File: src/hw/umf_defs.svh
// Offsets, field positions, reset values and counts of the serial port block
// Assumes byte addresses on an AHB-Lite bus, one 32-bit word per register
`ifndef UMF_DEFS_SVH
`define UMF_DEFS_SVH

// ----------------------------------------------------------------
// Register byte offsets
// ----------------------------------------------------------------
`define UMF_OFF_DATA 8'h00
`define UMF_OFF_FLOW 8'h04
`define UMF_OFF_CTRL 8'h08
`define UMF_OFF_CKSEL 8'h0C
`define UMF_OFF_THR 8'h10
`define UMF_OFF_DIV 8'h14
`define UMF_OFF_STAT 8'h18

// ----------------------------------------------------------------
// Control register fields
// ----------------------------------------------------------------
`define UMF_CTRL_ARTS 0
`define UMF_CTRL_ACTS 1
`define UMF_CTRL_ADSR 2
`define UMF_CTRL_ADTR 3
`define UMF_CTRL_RTS_ON 4
`define UMF_CTRL_DTR_ON 5
`define UMF_CTRL_W 6

// ----------------------------------------------------------------
// Clock select register fields
// ----------------------------------------------------------------
`define UMF_CKS_RXSRC_LSB 0
`define UMF_CKS_RX_EXT 2'b01
`define UMF_CKS_TXEXT 6

// ----------------------------------------------------------------
// Threshold register fields, five bits each
// ----------------------------------------------------------------
`define UMF_THR_UP_LSB 0
`define UMF_THR_LO_LSB 8
`define UMF_THR_DTR_LSB 16

// ----------------------------------------------------------------
// Status register fields
// ----------------------------------------------------------------
`define UMF_ST_TXBUSY 8
`define UMF_ST_HOLDFULL 9
`define UMF_ST_FLOWPEND 10
`define UMF_ST_HALTED 11
`define UMF_ST_CTS 12
`define UMF_ST_DSR 13
`define UMF_ST_RI 14
`define UMF_ST_DCD 15
`define UMF_ST_OVERRUN 16

// ----------------------------------------------------------------
// Reset values and counts
// ----------------------------------------------------------------
`define UMF_CTRL_RST 6'h00
`define UMF_CKSEL_RST 8'h00
`define UMF_THR_RST 32'h000E_040C
`define UMF_DIV_RST 16'h0056
`define UMF_FRAME_BITS 4'hA
`define UMF_RX_BITS 3'h7
`define UMF_RXF_FULL 5'h10
`define UMF_HSIZE_WORD 3'b010

`endif

File: src/hw/umf_pkg.sv
// Types and shared decode helpers of the serial port block
// Assumes the constants header is included by the users of these types
`default_nettype none
package umf_pkg;

  typedef enum logic [1:0] {
    TX_IDLE = 2'b01,
    TX_SEND = 2'b10
  } umf_tx_state_t;

  typedef enum logic [2:0] {
    RX_IDLE = 3'b001,
    RX_DATA = 3'b010,
    RX_STOP = 3'b100
  } umf_rx_state_t;

  // Five-bit field taken out of a register word
  function automatic logic [4:0] umf_field5(input logic [31:0] w, input int unsigned lsb);
    return w[lsb +: 5];
  endfunction

endpackage
`default_nettype wire

File: src/hw/umf_sync.sv
// Two-stage synchroniser for the modem, data and clock pins
// Assumes idle-high reset value suits every pin it carries
`timescale 1ns/1ns
`default_nettype none
module umf_sync #(
  parameter int unsigned W = 7
) (
  input wire logic clk,
  input wire logic rst_n,
  input wire logic [W-1:0] d,
  output logic [W-1:0] q
);
  logic [W-1:0] meta;

  // First stage feeds only the second stage
  always_ff @(posedge clk or negedge rst_n) begin
    if (!rst_n) begin
      meta <= {W{1'b1}};
      q <= {W{1'b1}};
    end else begin
      meta <= d;
      q <= meta;
    end
  end
endmodule
`default_nettype wire

File: src/hw/umf_tx.sv
// Character transmitter, 8 data bits, one start and one stop bit
// Assumes a one-cycle bit tick from the selected transmit clock source
`timescale 1ns/1ns
`default_nettype none
`include "umf_defs.svh"
module umf_tx import umf_pkg::*; (
  input wire logic clk,
  input wire logic rst_n,
  input wire logic tick,
  input wire logic data_valid,
  input wire logic [7:0] data,
  input wire logic flow_valid,
  input wire logic [7:0] flow_data,
  input wire logic hold,
  output wire logic data_take,
  output wire logic flow_take,
  output wire logic txd,
  output wire logic busy
);
  umf_tx_state_t state;
  logic [9:0] sh;
  logic [3:0] cnt;

  wire idle = (state == TX_IDLE);
  // Flow characters ignore the hold; data waits for it to clear
  assign flow_take = idle & tick & flow_valid;
  assign data_take = idle & tick & ~flow_valid & data_valid & ~hold;
  wire last = (state == TX_SEND) & tick & (cnt == 4'h1);
  wire [7:0] load = flow_take ? flow_data : data;
  assign txd = sh[0];
  assign busy = (state == TX_SEND);

  // ----------------------------------------------------------------
  // Shifter; a started character always runs to its stop bit
  // ----------------------------------------------------------------
  always_ff @(posedge clk or negedge rst_n) begin
    if (!rst_n) begin
      state <= TX_IDLE;
      sh <= 10'h3FF;
      cnt <= 4'h0;
    end else if (flow_take | data_take) begin
      state <= TX_SEND;
      sh <= {1'b1, load, 1'b0};
      cnt <= `UMF_FRAME_BITS;
    end else if (last) begin
      state <= TX_IDLE;
      sh <= 10'h3FF;
      cnt <= 4'h0;
    end else if (busy && tick) begin
      sh <= {1'b1, sh[9:1]};
      cnt <= cnt - 4'h1;
    end
  end
endmodule
`default_nettype wire

File: src/hw/umf_top.sv
// Serial port channel with modem flow control and clock source selection
// Assumes an AHB-Lite master and modem pins synchronous to hclk
// Contract
// - With auto request-to-send, drop it at upper level, raise below lower level.
// - With auto clear-to-send, a deasserted input lets the character finish, then idles.
// - A held transmitter sends only flow characters until clear-to-send returns, then resumes.
// - With auto data-set-ready, deassertion finishes the character and sends only flow characters until return.
// - In-band flow characters go out whatever the modem inputs say.
// - Receive clock comes from external receive pin when source field is 01.
// - Clock select bit 6 makes the transmitter, and receiver indirectly, use external clock.
// - With auto terminal-ready, the output follows the receive level against its threshold.
`timescale 1ns/1ns
`default_nettype none
`include "umf_defs.svh"
module umf_top import umf_pkg::*; (
  input wire logic hclk,
  input wire logic hresetn,
  input wire logic hsel,
  input wire logic [7:0] haddr,
  input wire logic [1:0] htrans,
  input wire logic hwrite,
  input wire logic [2:0] hsize,
  input wire logic hready,
  input wire logic [31:0] hwdata,
  output logic hreadyout,
  output logic [31:0] hrdata,
  output logic hresp,
  input wire logic rxd,
  output wire logic txd,
  output logic rts_n,
  output logic dtr_n,
  input wire logic cts_n,
  input wire logic dsr_n,
  input wire logic ri_n,
  input wire logic dcd_n,
  input wire logic rx_clk_in,
  input wire logic tx_clk_in
);
  // ----------------------------------------------------------------
  // Registers and state
  // ----------------------------------------------------------------
  logic [`UMF_CTRL_W-1:0] ctrl;
  logic [7:0] clock_select_register;
  logic [31:0] thr;
  logic [15:0] div;
  logic wr_q, rd_q;
  logic [7:0] addr_q;
  logic hold_valid, flow_valid, overrun;
  logic [7:0] hold_data, flow_data;
  logic [7:0] rxf [16];
  logic [3:0] wptr, rptr;
  logic [4:0] level;
  logic [15:0] baud_cnt;
  logic baud_tick;
  logic rxclk_prev, txclk_prev;
  umf_rx_state_t rx_state;
  logic [7:0] rx_sh;
  logic [2:0] rx_cnt;
  logic [6:0] pins_s;

  // ----------------------------------------------------------------
  // Synchronised pins
  // ----------------------------------------------------------------
  umf_sync #(.W(7)) u_sync (
    .clk(hclk),
    .rst_n(hresetn),
    .d({tx_clk_in, rx_clk_in, rxd, dcd_n, ri_n, dsr_n, cts_n}),
    .q(pins_s)
  );

  wire cts_ok = ~pins_s[0];
  wire dsr_ok = ~pins_s[1];
  wire ring = ~pins_s[2];
  wire dcd_ok = ~pins_s[3];
  wire rxd_s = pins_s[4];
  wire ext_rx_edge = pins_s[5] & ~rxclk_prev;
  wire ext_tx_edge = pins_s[6] & ~txclk_prev;

  // ----------------------------------------------------------------
  // Clock source selection
  // ----------------------------------------------------------------
  wire tx_ext = clock_select_register[`UMF_CKS_TXEXT];
  wire [1:0] rx_src = clock_select_register[`UMF_CKS_RXSRC_LSB +: 2];
  wire tx_tick = tx_ext ? ext_tx_edge : baud_tick;
  // Receiver follows the transmit clock source unless its own pin is chosen
  wire rx_tick = (rx_src == `UMF_CKS_RX_EXT) ? ext_rx_edge :
                 (tx_ext ? ext_tx_edge : baud_tick);

  // ----------------------------------------------------------------
  // Flow control decisions
  // ----------------------------------------------------------------
  wire [4:0] thr_up = umf_field5(thr, `UMF_THR_UP_LSB);
  wire [4:0] thr_lo = umf_field5(thr, `UMF_THR_LO_LSB);
  wire [4:0] thr_dtr = umf_field5(thr, `UMF_THR_DTR_LSB);
  wire cts_hold = ctrl[`UMF_CTRL_ACTS] & ~cts_ok;
  wire dsr_hold = ctrl[`UMF_CTRL_ADSR] & ~dsr_ok;
  wire tx_hold = cts_hold | dsr_hold;

  // ----------------------------------------------------------------
  // Bus decode
  // ----------------------------------------------------------------
  wire take = hsel & htrans[1] & hready;
  wire take_wr = take & hwrite & (hsize == `UMF_HSIZE_WORD);
  wire take_rd = take & ~hwrite;
  wire wr_data = wr_q & (addr_q == `UMF_OFF_DATA);
  wire wr_flow = wr_q & (addr_q == `UMF_OFF_FLOW);
  wire wr_ctrl = wr_q & (addr_q == `UMF_OFF_CTRL);
  wire wr_cks = wr_q & (addr_q == `UMF_OFF_CKSEL);
  wire wr_thr = wr_q & (addr_q == `UMF_OFF_THR);
  wire wr_div = wr_q & (addr_q == `UMF_OFF_DIV);
  wire wr_stat = wr_q & (addr_q == `UMF_OFF_STAT);
  wire pop = rd_q & (addr_q == `UMF_OFF_DATA) & (level != 5'h00);

  wire data_take, flow_take, tx_busy;
  wire rx_full = (level == `UMF_RXF_FULL);
  wire rx_push = (rx_state == RX_STOP) & rx_tick & rxd_s;

  wire [31:0] stat_word = {15'h0000, overrun, dcd_ok, ring, dsr_ok, cts_ok,
                           tx_hold, flow_valid, hold_valid, tx_busy, 3'h0, level};
  wire [31:0] rd_value =
    (addr_q == `UMF_OFF_DATA) ? {24'h00_0000, (level != 5'h00) ? rxf[rptr] : 8'h00} :
    (addr_q == `UMF_OFF_FLOW) ? {24'h00_0000, flow_data} :
    (addr_q == `UMF_OFF_CTRL) ? {26'h000_0000, ctrl} :
    (addr_q == `UMF_OFF_CKSEL) ? {24'h00_0000, clock_select_register} :
    (addr_q == `UMF_OFF_THR) ? thr :
    (addr_q == `UMF_OFF_DIV) ? {16'h0000, div} :
    (addr_q == `UMF_OFF_STAT) ? stat_word : 32'h0000_0000;

  // ----------------------------------------------------------------
  // AHB-Lite slave: writes take no wait, reads take one
  // ----------------------------------------------------------------
  // The read wait lets a write in its data phase land before the read samples
  always_ff @(posedge hclk or negedge hresetn) begin
    if (!hresetn) begin
      wr_q <= 1'b0;
      rd_q <= 1'b0;
      addr_q <= 8'h00;
      hreadyout <= 1'b1;
      hrdata <= 32'h0000_0000;
      hresp <= 1'b0;
    end else begin
      wr_q <= take_wr;
      rd_q <= take_rd;
      if (take) addr_q <= haddr;
      hreadyout <= ~take_rd;
      if (rd_q) hrdata <= rd_value;
      hresp <= 1'b0;
    end
  end

  always_ff @(posedge hclk or negedge hresetn) begin
    if (!hresetn) begin
      ctrl <= `UMF_CTRL_RST;
      clock_select_register <= `UMF_CKSEL_RST;
      thr <= `UMF_THR_RST;
      div <= `UMF_DIV_RST;
    end else begin
      if (wr_ctrl) ctrl <= hwdata[`UMF_CTRL_W-1:0];
      if (wr_cks) clock_select_register <= {1'b0, hwdata[6:0]};
      if (wr_thr) thr <= hwdata & 32'h001F_1F1F;
      if (wr_div) div <= hwdata[15:0];
    end
  end

  // Writes to a full holding slot are dropped; status shows the slot state
  always_ff @(posedge hclk or negedge hresetn) begin
    if (!hresetn) begin
      hold_valid <= 1'b0;
      hold_data <= 8'h00;
      flow_valid <= 1'b0;
      flow_data <= 8'h00;
    end else begin
      if (wr_data && !hold_valid) begin
        hold_valid <= 1'b1;
        hold_data <= hwdata[7:0];
      end else if (data_take) hold_valid <= 1'b0;
      if (wr_flow && !flow_valid) begin
        flow_valid <= 1'b1;
        flow_data <= hwdata[7:0];
      end else if (flow_take) flow_valid <= 1'b0;
    end
  end

  // ----------------------------------------------------------------
  // Bit rate and external clock edges
  // ----------------------------------------------------------------
  always_ff @(posedge hclk or negedge hresetn) begin
    if (!hresetn) begin
      baud_cnt <= 16'h0000;
      baud_tick <= 1'b0;
      rxclk_prev <= 1'b1;
      txclk_prev <= 1'b1;
    end else begin
      baud_tick <= (baud_cnt == 16'h0000);
      baud_cnt <= (baud_cnt == 16'h0000) ? div : baud_cnt - 16'h0001;
      rxclk_prev <= pins_s[5];
      txclk_prev <= pins_s[6];
    end
  end

  // ----------------------------------------------------------------
  // Receiver, one sample per bit tick
  // ----------------------------------------------------------------
  always_ff @(posedge hclk or negedge hresetn) begin
    if (!hresetn) begin
      rx_state <= RX_IDLE;
      rx_sh <= 8'h00;
      rx_cnt <= 3'h0;
    end else if (rx_tick) begin
      unique case (rx_state)
        RX_IDLE: begin
          if (!rxd_s) rx_state <= RX_DATA;
          rx_cnt <= 3'h0;
        end
        RX_DATA: begin
          rx_sh <= {rxd_s, rx_sh[7:1]};
          rx_cnt <= rx_cnt + 3'h1;
          if (rx_cnt == `UMF_RX_BITS) rx_state <= RX_STOP;
        end
        RX_STOP: rx_state <= RX_IDLE;
      endcase
    end
  end

  // Receive store; a byte arriving when full is lost and flagged
  always_ff @(posedge hclk or negedge hresetn) begin
    if (!hresetn) begin
      wptr <= 4'h0;
      rptr <= 4'h0;
      level <= 5'h00;
      overrun <= 1'b0;
    end else begin
      if (rx_push && !rx_full) wptr <= wptr + 4'h1;
      if (pop) rptr <= rptr + 4'h1;
      level <= level + {4'h0, rx_push & ~rx_full} - {4'h0, pop};
      // New overrun wins over a clear in the same cycle
      if (rx_push && rx_full) overrun <= 1'b1;
      else if (wr_stat && hwdata[`UMF_ST_OVERRUN]) overrun <= 1'b0;
    end
  end

  always_ff @(posedge hclk) begin
    if (rx_push && !rx_full) rxf[wptr] <= rx_sh;
  end

  // ----------------------------------------------------------------
  // Modem outputs
  // ----------------------------------------------------------------
  always_ff @(posedge hclk or negedge hresetn) begin
    if (!hresetn) begin
      rts_n <= 1'b1;
      dtr_n <= 1'b1;
    end else begin
      if (!ctrl[`UMF_CTRL_ARTS]) rts_n <= ~ctrl[`UMF_CTRL_RTS_ON];
      else if (level >= thr_up) rts_n <= 1'b1;
      else if (level < thr_lo) rts_n <= 1'b0;
      if (!ctrl[`UMF_CTRL_ADTR]) dtr_n <= ~ctrl[`UMF_CTRL_DTR_ON];
      else dtr_n <= (level >= thr_dtr);
    end
  end

  // ----------------------------------------------------------------
  // Transmitter
  // ----------------------------------------------------------------
  umf_tx u_tx (
    .clk(hclk),
    .rst_n(hresetn),
    .tick(tx_tick),
    .data_valid(hold_valid),
    .data(hold_data),
    .flow_valid(flow_valid),
    .flow_data(flow_data),
    .hold(tx_hold),
    .data_take(data_take),
    .flow_take(flow_take),
    .txd(txd),
    .busy(tx_busy)
  );
endmodule
`default_nettype wire

File: config.mk
export PLATFORM = sky130hd
export DESIGN_NAME = umf_top
export DESIGN_NICKNAME = d
export VERILOG_FILES = /design/src/hw/umf_pkg.sv /design/src/hw/umf_sync.sv /design/src/hw/umf_tx.sv /design/src/hw/umf_top.sv
export VERILOG_INCLUDE_DIRS = /design/src /design/src/hw
export SDC_FILE = /design/constraint.sdc
export NUM_CORES = 1
export LEC_CHECK = 0
export ABC_AREA = 1
export BUFFER_PORTS_ARGS = -buffer_cell sky130_fd_sc_hd__buf_2
export CORE_UTILIZATION = 60
export DETAILED_ROUTE_END_ITERATION = 8
export GPL_ROUTABILITY_DRIVEN = 0
export PLACE_DENSITY = 0.8
export SLEW_MARGIN = 20
export SYNTH_ARGS = -nofsm -noshare
export SYNTH_HDL_FRONTEND = slang
export SYNTH_HIERARCHICAL = 1
export SYNTH_SLANG_ARGS = --single-unit
File: constraint.sdc
create_clock -name hclk -period 3.49 [get_ports hclk]
set_clock_uncertainty 0.2 [all_clocks]
set_input_delay 0 -clock hclk [delete_from_list [all_inputs] [get_ports hclk]]
set_output_delay 0 -clock hclk [all_outputs]
set_load 0.005 [all_outputs]
==> results of run 1 <==
-- placed cells by master, fill, tap and decap left out, types with 5 or more instances in the layout --
cell type      instances
o21ai_2               17
nor2_1               144
ha_1                  31
inv_1                126
dfstp_2               40
edfxtp_1             128
a21oi_1               21
xor2_1                13
inv_2                 18
buf_2                 68
clkbuf_1              10
dfrtp_1              131
o21ai_1               54
clkinv_2               9
nand2_1              318
nand2_4                5
conb_1                12
o22ai_1               13
nand2_2               10
clkbuf_16             31
dlygate4sd3_1         75
nand3_1               92
o21ai_0              115
nand4_1                9
nor2_2                10
nor2_4                12
buf_4                 11
-- Yosys cell counts (all sizes together), types with 4 or more instances --
master / instances / area share [%]
a21oi: 26 / 1.1
buf: 50 / 2.6
clkbuf: 9 / 0.24
dfrtp: 132 / 24
dfstp: 40 / 7.6
edfxtp: 128 / 28
ha: 31 / 2.8
inv: 146 / 4.0
nand2: 333 / 9.5
nand3: 97 / 3.8
nand4: 10 / 0.50
nor2: 167 / 5.5
nor3: 8 / 0.52
o211ai: 4 / 0.22
o21ai: 186 / 7.2
o22ai: 13 / 0.59
xor2: 14 / 0.94
-- timing repair --
action	4_1_cts	5_1_grt
hold buffers	75	0
endpoints found under the setup margin	0	0
hold endpoints to repair	176	0
resized for setup	0	0
-- final timing paths --
| check | startpoint | endpoint | depth (start not counted) | slack (ns) |
|---|---|---|---|---|
| max | u_sync/q[6] | level[4] | 15 | 0.46 |
| min | hwdata[19] | thr[19] | 4 | 0.02 |
| max reg2reg | u_sync/q[6] | level[4] | 15 | 0.46 |
| min reg2reg | u_sync/meta[5] | u_sync/q[5] | 0 | 0.16 |
| max in group asynchronous | hresetn | hreadyout | 4 | 1.70 |
| min in group asynchronous | hresetn | hrdata[19] | 3 | 0.46 |
-- routing by layer --
layer | share of wire [%] | routed length (um) | vias to the layer above | GRT usage [%]
li1 | - | - | 4935 | -
met1 | 44 | 14000 | 4903 | 40.7
met2 | 46 | 14900 | 425 | 44.6
met3 | 7.3 | 2360 | 66 | 3.66
met4 | 2.7 | 867 | 0 | 9.29
met5 | 0 | 0 | - | 0
-- power breakdown --
group / internal, mW / switching, mW
Clock: 1.80 / 1.34
Sequential: 3.99 / 0.308
Combinational: 0.383 / 0.594
Total: 6.17 / 2.24
-- flip-flops by register name (all words and copies together), names as in the netlist, 8 cells and up --
| register | flops |
|---|---|
| u_tx/sh | 9 |
| rxf | 128 |
| hrdata | 21 |
| rx_sh | 8 |
| div | 16 |
| thr | 15 |
| baud_cnt | 16 |
| flow_data | 8 |
| hold_data | 8 |
| addr_q | 8 |
-- kinds of logic after synthesis --
group,after synthesis
buf+inv,208
flops,300
simple gates,619
fa+ha+maj,32
other cells,1
compound gates,241
xor+xnor,17
-- worst min-delay path, stage by stage --
cell,delay [ns]
dlygate4sd3_1,0.51
buf_2,0.11
nor2_1,0.04
a21oi_2,0.09
-- per-stage QoR --
step,setup slack (ns),instances
floorplan,0.626,1429
global placement,0.614,1735
detailed placement,0.497,1735
CTS,0.465,1868
global route,0.235,1868
finish,0.460,1868
-- area by class of cell --
cell class	count	area [um2]
tap	285	357
clock inverter	13	104
fill	1549	6620
multi-input combinational	921	4740
clock buffer	45	868
sequential	300	8200
timing repair buffer	155	1180
inverter	149	569
==> out/results.tsv, run 1 <==
stage	metric	value	unit
worst_setup_path	critical path arrival	3.28	ns
timing	Final period util	86.8	%
power_and_ir_drop	worst-case vdd ir drop	0.000343	V
synthesis	Top FF cell, synth	dfrtp_1	
cts	root cell of the clock tree	clkbuf_16	
detailed_routing	per-cell via count in the routed design	5.53	
worst_setup_path	cell-by-cell trace of the critical path	nand2_1, o21ai_2, o21ai_2, inv_2, nand2_2, nor2_4, inv_1, ha_1, inv_1, ha_1, inv_1, fa_1, o21ai_0, a21oi_1, xor2_1	
power_and_ir_drop	standby leakage power	7.43	nW
worst_setup_path	critical path type	reg2reg	
timing	Peak Freq	0.330	GHz
cts	clock tree from TritonCTS	done	
worst_setup_path	family of cells with the greatest summed delay on the critical path	adder cells	
worst_setup_path	dominant cell type by count on the critical path	inv_1	
worst_setup_path	Slowest Stage Delay on Critical Path	0.53	ns
cts	TritonCTS Sinks	300	
timing	smallest hold slack	0.0227	ns
synthesis	cell area after synthesis	13900	um2
timing	worst-case headroom to the max-slew limit	38.7	%
synthesis	distinct cell type count of the synthesized netlist	53	
status	result of the run	finished clean	
power_and_ir_drop	final total power	8.41	mW
floorplanning	die span in y	154	um
detailed_routing	Post-Route WL	32200	um
floorplanning	Die Area	23700	um2
global_route	global-route wire length before repair	52200	um
cts	clock edge transition at the registers on the reported setup and hold paths	0.06	ns
timing	Worst Max-Slew Pin Slew	0.920	ns
synthesis	xor/xnor share of the synthesized area	1.13	%
floorplanning	ports placed on the boundary	94	
floorplanning	number of rows in the core area	55	
flow_run	Max-cap violations	0	
layout	Area growth, synth to finish	15.6	%
worst_setup_path	Worst Path Buf+Inv	4	
layout	post-layout instance area	16000	um2
detailed_routing	DRT iter0 DRCs	1106	
floorplanning	core area	22600	um2
synthesis	Post-synth ARST share	57.3	%
synthesis	area share of fa/ha/maj cells after synthesis	2.94	%
global_route	vias in the first global route	10083	
synthesis	Post-Synth Simple-Gate Area	20.0	%
cts	setup repair bufs after CTS	0	
global_route	largest net degree at the start of global routing	101	
synthesis	flip-flop and latch count after synthesis	300	
worst_setup_path	required time of the worst setup path	3.74	ns
global_route	total congestion overflow	0	
layout	total inserted antenna cells	0	
cts	H-tree lvl count	1	
timing	Min Clock Period, post-route	3.03	ns
cts	latest clock arrival within the worst-skew pair	0.57	ns
placement	input/output buffers	69	
worst_setup_path	maximum fanout encountered on the critical timing path	4	
timing	Max Slew Vio Count	0	
cts	CTS Buf Count	31	
detailed_routing	routed length per instance	17.2	um
power_and_ir_drop	total power per unit cell area	525	nW/um2
detailed_routing	detailed-route via count	10329	
cts	buffer levels on the longest clock path	3	
synthesis	cells after synthesis	1418	
timing	setup-violating endpoint count in the final report	0	
timing	total count of hold-check failures in the final report	0	
global_route	Total GRT Usage	28.2	%
detailed_routing	detailed-router iteration count before antenna repair	5	
synthesis	mux contribution to synthesized area	0	%
synthesis	Post-Syn Area per Cell	9.78	um2
layout	fraction of final layout cells sized beyond drive strength 1	16.7	%
synthesis	EDFF count, synth	128	
min_path	class of the worst hold path	in2reg	
layout	utilization of the core after routing	70.8	%
global_route	initial antenna violation count	0	
worst_setup_path	Worst path slowest cell	dfstp_2	
synthesis	combinational family with the most area after synthesis	simple AND/OR/NAND/NOR gates	
layout	number of nets in the layout	1647	
detailed_routing	DRC errors left	0	
synthesis	register area share after synthesis	59.1	%
worst_setup_path	nature of the critical path endpoint	register	
timing	unrepaired setup endpoints after global routing	false	
timing	Setup Total Neg Slack	0	ns
detailed_routing	number of antenna-violating nets in the routed design	0	
worst_setup_path	crit start category	register	
floorplanning	initial cell density of the core	61.2	%
placement	placed standard-cell area	14300	um2
placement	DP Wirelength	20400	um
synthesis	number of warning messages in the yosys log	6	
floorplanning	die width	154	um
synthesis	post-synthesis compound-gate area fraction	9.79	%
No activity file was read; power rests on OpenSTA's default activity.
==> run 2: changes to the inputs <==
- ABC_AREA: 1 -> not set
==> run 2 against run 1 <==
Net effect: combinational power shrank 33%; critical endpoint unchanged; synthesized cell count shrank 33%; final cell count shrank 25%; non-clock buffer count is 2 lower; global-route usage is 0.59 points lower; setup slack worse by 0.21 ns; highest routed layer is now met5; first-iteration DRC count decreased by 48%; sequential share of layout area increased by 1.7 points; wire length is 7.3% lower; clock power shrank 1%; total power decreased by 8.0%; fmax fell by 6.4%.
==> out/results.tsv, run 2 <==
stage	metric	value	unit	change
synthesis	top cells by area in the synthesized netlist	edfxtp_1 (29%), dfrtp_1 (25%), dfstp_2 (7.9%), mux2_2 (6.7%), mux4_2 (5.3%)		
synthesis	EDFF count, synth	128		unchanged
cts	root cell of the clock tree	clkbuf_16		
layout	number of flip-flops in the largest register	128		unchanged
layout	register bank with the most flops	rxf		
worst_setup_path	Worst path slowest cell	or4_4		
floorplanning	Die Area	22700	um2	-4.5%
detailed_routing	detailed-router iteration count before antenna repair	7		+2
layout	Area growth, synth to finish	17.2	%	
detailed_routing	number of antenna-violating nets in the routed design	0		unchanged
floorplanning	number of rows in the core area	53		-3.6%
detailed_routing	Post-Route WL	29800	um	-7.3%
global_route	global-route wire length before repair	46900	um	-10%
worst_setup_path	worst setup path startpoint	addr_q[4]		
timing	Peak Freq	0.309	GHz	-6.4%
timing	unrepaired setup endpoints after global routing	false		
layout	fraction of final layout cells sized beyond drive strength 1	29.0	%	+12 points
timing	Final period util	92.8	%	+6.0 points
detailed_routing	per-cell via count in the routed design	5.99		+8.4%
synthesis	dominant cell type by area after synthesis	edfxtp_1		
floorplanning	initial cell density of the core	62.0	%	+0.76 points
worst_setup_path	nature of the critical path endpoint	register		
layout	largest registers	rxf: 128 flops, hrdata: 21 flops		
layout	commonest cells after routing, fill and taps aside	dfrtp_1 (131), edfxtp_1 (128), mux2_2 (79), buf_2 (68), nor2_1 (59)		
synthesis	Post-Synth Simple-Gate Area	8.85	%	-11 points
timing	Worst Max-Slew Pin Slew	0.794	ns	-0.125 ns
worst_setup_path	cell-by-cell trace of the critical path	or4_4, nor2_2, o21a_1, nand2_2, inv_4, ha_1, inv_1, ha_1, inv_1, fa_1, inv_1, a21oi_1, nor2_1, nor2_1, xnor2_1		
floorplanning	die width	151	um	-2.3%
floorplanning	die span in y	151	um	-2.3%
global_route	initial antenna violation count	1		+1
timing	Min Clock Period, post-route	3.24	ns	+0.208 ns
placement	input/output buffers	69		unchanged
synthesis	most numerous cell in the Yosys netlist	dfrtp_1		
worst_setup_path	Worst Path Buf+Inv	4		unchanged
layout	most common cell after layout, fill and taps aside	dfrtp_1		
synthesis	cells after synthesis	951		-33%
worst_setup_path	R2R Path End	level[4]		
synthesis	mux contribution to synthesized area	13.8	%	+14 points
global_route	vias in the first global route	8578		-15%
timing	setup-violating endpoint count in the final report	0		unchanged
worst_setup_path	number of cell instances on the worst register-to-register path	15		unchanged
power_and_ir_drop	worst-case vdd ir drop	0.000492	V	+44%
synthesis	distinct cell type count of the synthesized netlist	74		+40%
worst_setup_path	required time of the worst setup path	3.72	ns	-0.02 ns
synthesis	Post-synth ARST share	57.3	%	unchanged
synthesis	Post-synth top cells	dfrtp_1 (132), edfxtp_1 (128), mux2_2 (79)		
floorplanning	core area	21400	um2	-5.7%
timing	Setup Total Neg Slack	0	ns	unchanged
worst_setup_path	worst reg2reg startpoint	addr_q[4]		
placement	minimum setup slack after placement	0.234	ns	-0.263 ns
worst_setup_path	Crit. path cell count	15		unchanged
timing	smallest hold slack	0.0241	ns	+0.00139 ns
worst_setup_path	critical path arrival	3.47	ns	+0.19 ns
power_and_ir_drop	standby leakage power	6.34	nW	-15%
detailed_routing	DRC errors left	0		unchanged
status	result of the run	finished clean		
cts	clock tree from TritonCTS	done		
cts	TritonCTS Sinks	300		unchanged
cts	latest clock arrival within the worst-skew pair	0.54	ns	-0.03 ns
timing	Max Slew Vio Count	0		unchanged
synthesis	Post-Syn Area per Cell	13.9	um2	+42%
timing	slack of the critical path	0.252	ns	-0.208 ns
worst_setup_path	crit start category	register		
worst_setup_path	dominant cell type by count on the critical path	inv_1		
detailed_routing	routed length per instance	21.4	um	+24%
floorplanning	ports placed on the boundary	94		unchanged
synthesis	register area share after synthesis	61.9	%	+2.8 points
synthesis	area share of fa/ha/maj cells after synthesis	3.08	%	+0.14 points
power_and_ir_drop	total power per unit cell area	499	nW/um2	-4.9%
synthesis	number of warning messages in the yosys log	6		unchanged
global_route	largest net degree at the start of global routing	70		-31%
synthesis	cell area after synthesis	13200	um2	-4.5%
worst_setup_path	critical path type	reg2reg		
cts	H-tree lvl count	1		unchanged
synthesis	Top FF cell, synth	dfrtp_1		
synthesis	xor/xnor share of the synthesized area	1.12	%	-0.0034 points
detailed_routing	detailed-route via count	8365		-19%
synthesis	share of the synthesized area in the top cell type	29.0	%	+1.3 points
global_route	total congestion overflow	0		unchanged
worst_setup_path	maximum fanout encountered on the critical timing path	8		+4
layout	total inserted antenna cells	0		unchanged
synthesis	combinational family with the most area after synthesis	multiplexers		
worst_setup_path	family of cells with the greatest summed delay on the critical path	simple AND/OR/NAND/NOR gates		
placement	placed cell count	1281		-26%
synthesis	post-synthesis compound-gate area fraction	7.86	%	-1.9 points
layout	number of nets in the layout	1187		-28%
layout	utilization of the core after routing	72.6	%	+1.9 points
global_route	Total GRT Usage	27.6	%	-0.59 points
synthesis	flip-flop and latch count after synthesis	300		unchanged
detailed_routing	DRT iter0 DRCs	573		-48%
worst_setup_path	Slowest Stage Delay on Critical Path	0.58	ns	+0.05 ns
cts	clock edge transition at the registers on the reported setup and hold paths	0.06	ns	about the same
timing	total count of hold-check failures in the final report	0		unchanged
layout	number of standard cells in the layout, taps in and fillers out	1396		-25%
min_path	class of the worst hold path	in2reg		
cts	CTS Buf Count	29		-6.5%
flow_run	Max-cap violations	0		unchanged
cts	buffer levels on the longest clock path	3		unchanged
placement	DP Wirelength	19300	um	-5.3%
timing	worst-case headroom to the max-slew limit	46.6	%	+7.9 points
worst_setup_path	reg-to-reg slack, setup	0.25	ns	-0.21 ns
worst_setup_path	end point of the critical path	level[4]		
[run 2: worst min path at each step]
stage                    start             end  slack (ns)  cells after the start
floorplan              hresetn       addr_q[0]       -0.50                      0
global placement          ri_n  u_sync/meta[2]        -0.1                      1
detailed placement       dcd_n  u_sync/meta[3]       -0.09                      1
CTS                 hwdata[15]         div[15]       0.008                      3
global route        hwdata[13]         div[13]        0.02                      3
finish              hwdata[14]         div[14]        0.02                      3
[run 2: repair_timing]
item | in CTS | in global routing
resized for setup | 0 | 3
endpoints found under the hold margin | 228 | 0
endpoints found under the setup margin | 0 | 1
hold buffers | 59 | 0
buffers inserted | 0 | 2
[run 2: cells by family after synthesis]
group / Yosys count
other: 1
flip-flops: 300
adder cells (fa/ha/maj): 32
buffers and inverters: 98
multiplexers: 134
AND/OR/NAND/NOR: 209
XOR/XNOR: 17
AO/OA/AOI/OAI: 160
[run 2: routing by layer]
metal / vias up / wire length, um / GRT usage (%)
li1: 3794 / - / -
met1: 4214 / 11800 / 34.3
met2: 274 / 15500 / 48.8
met3: 81 / 1560 / 4.39
met4: 2 / 1050 / 10.1
met5: - / 13 / 0
[run 2: per-stage QoR]
stage          power, mW  cell area (um2)
4_1_cts             7.77            15500
3_3_place_gp        4.59            13900
3_5_place_dp        4.62            13900
6_report            7.74            15500
5_1_grt             8.02            15500
2_1_floorplan       4.38            13300
[run 2: worst min-delay path: stages]
cell,delay (ns)
dlygate4sd3_1,0.52
buf_2,0.09
mux2_2,0.12
[run 2: layout make-up]
| class | count | area (um2) |
|---|---|---|
| fillers | 1332 | 5840 |
| flip-flops and latches | 300 | 8200 |
| inverters | 50 | 190 |
| clock inverters | 13 | 131 |
| clock buffers | 41 | 821 |
| well taps | 275 | 344 |
| repair buffers | 153 | 1170 |
| multi-input cells | 564 | 4650 |
[run 2: power breakdown]
| group | leakage, nW | total (mW) | internal, mW | switching, mW |
|---|---|---|---|---|
| registers | 3.29 | 3.99 | 3.84 | 0.154 |
| clock network | 0.455 | 3.10 | 1.79 | 1.31 |
| logic | 2.60 | 0.651 | 0.317 | 0.334 |
| total | 6.34 | 7.74 | 5.95 | 1.79 |
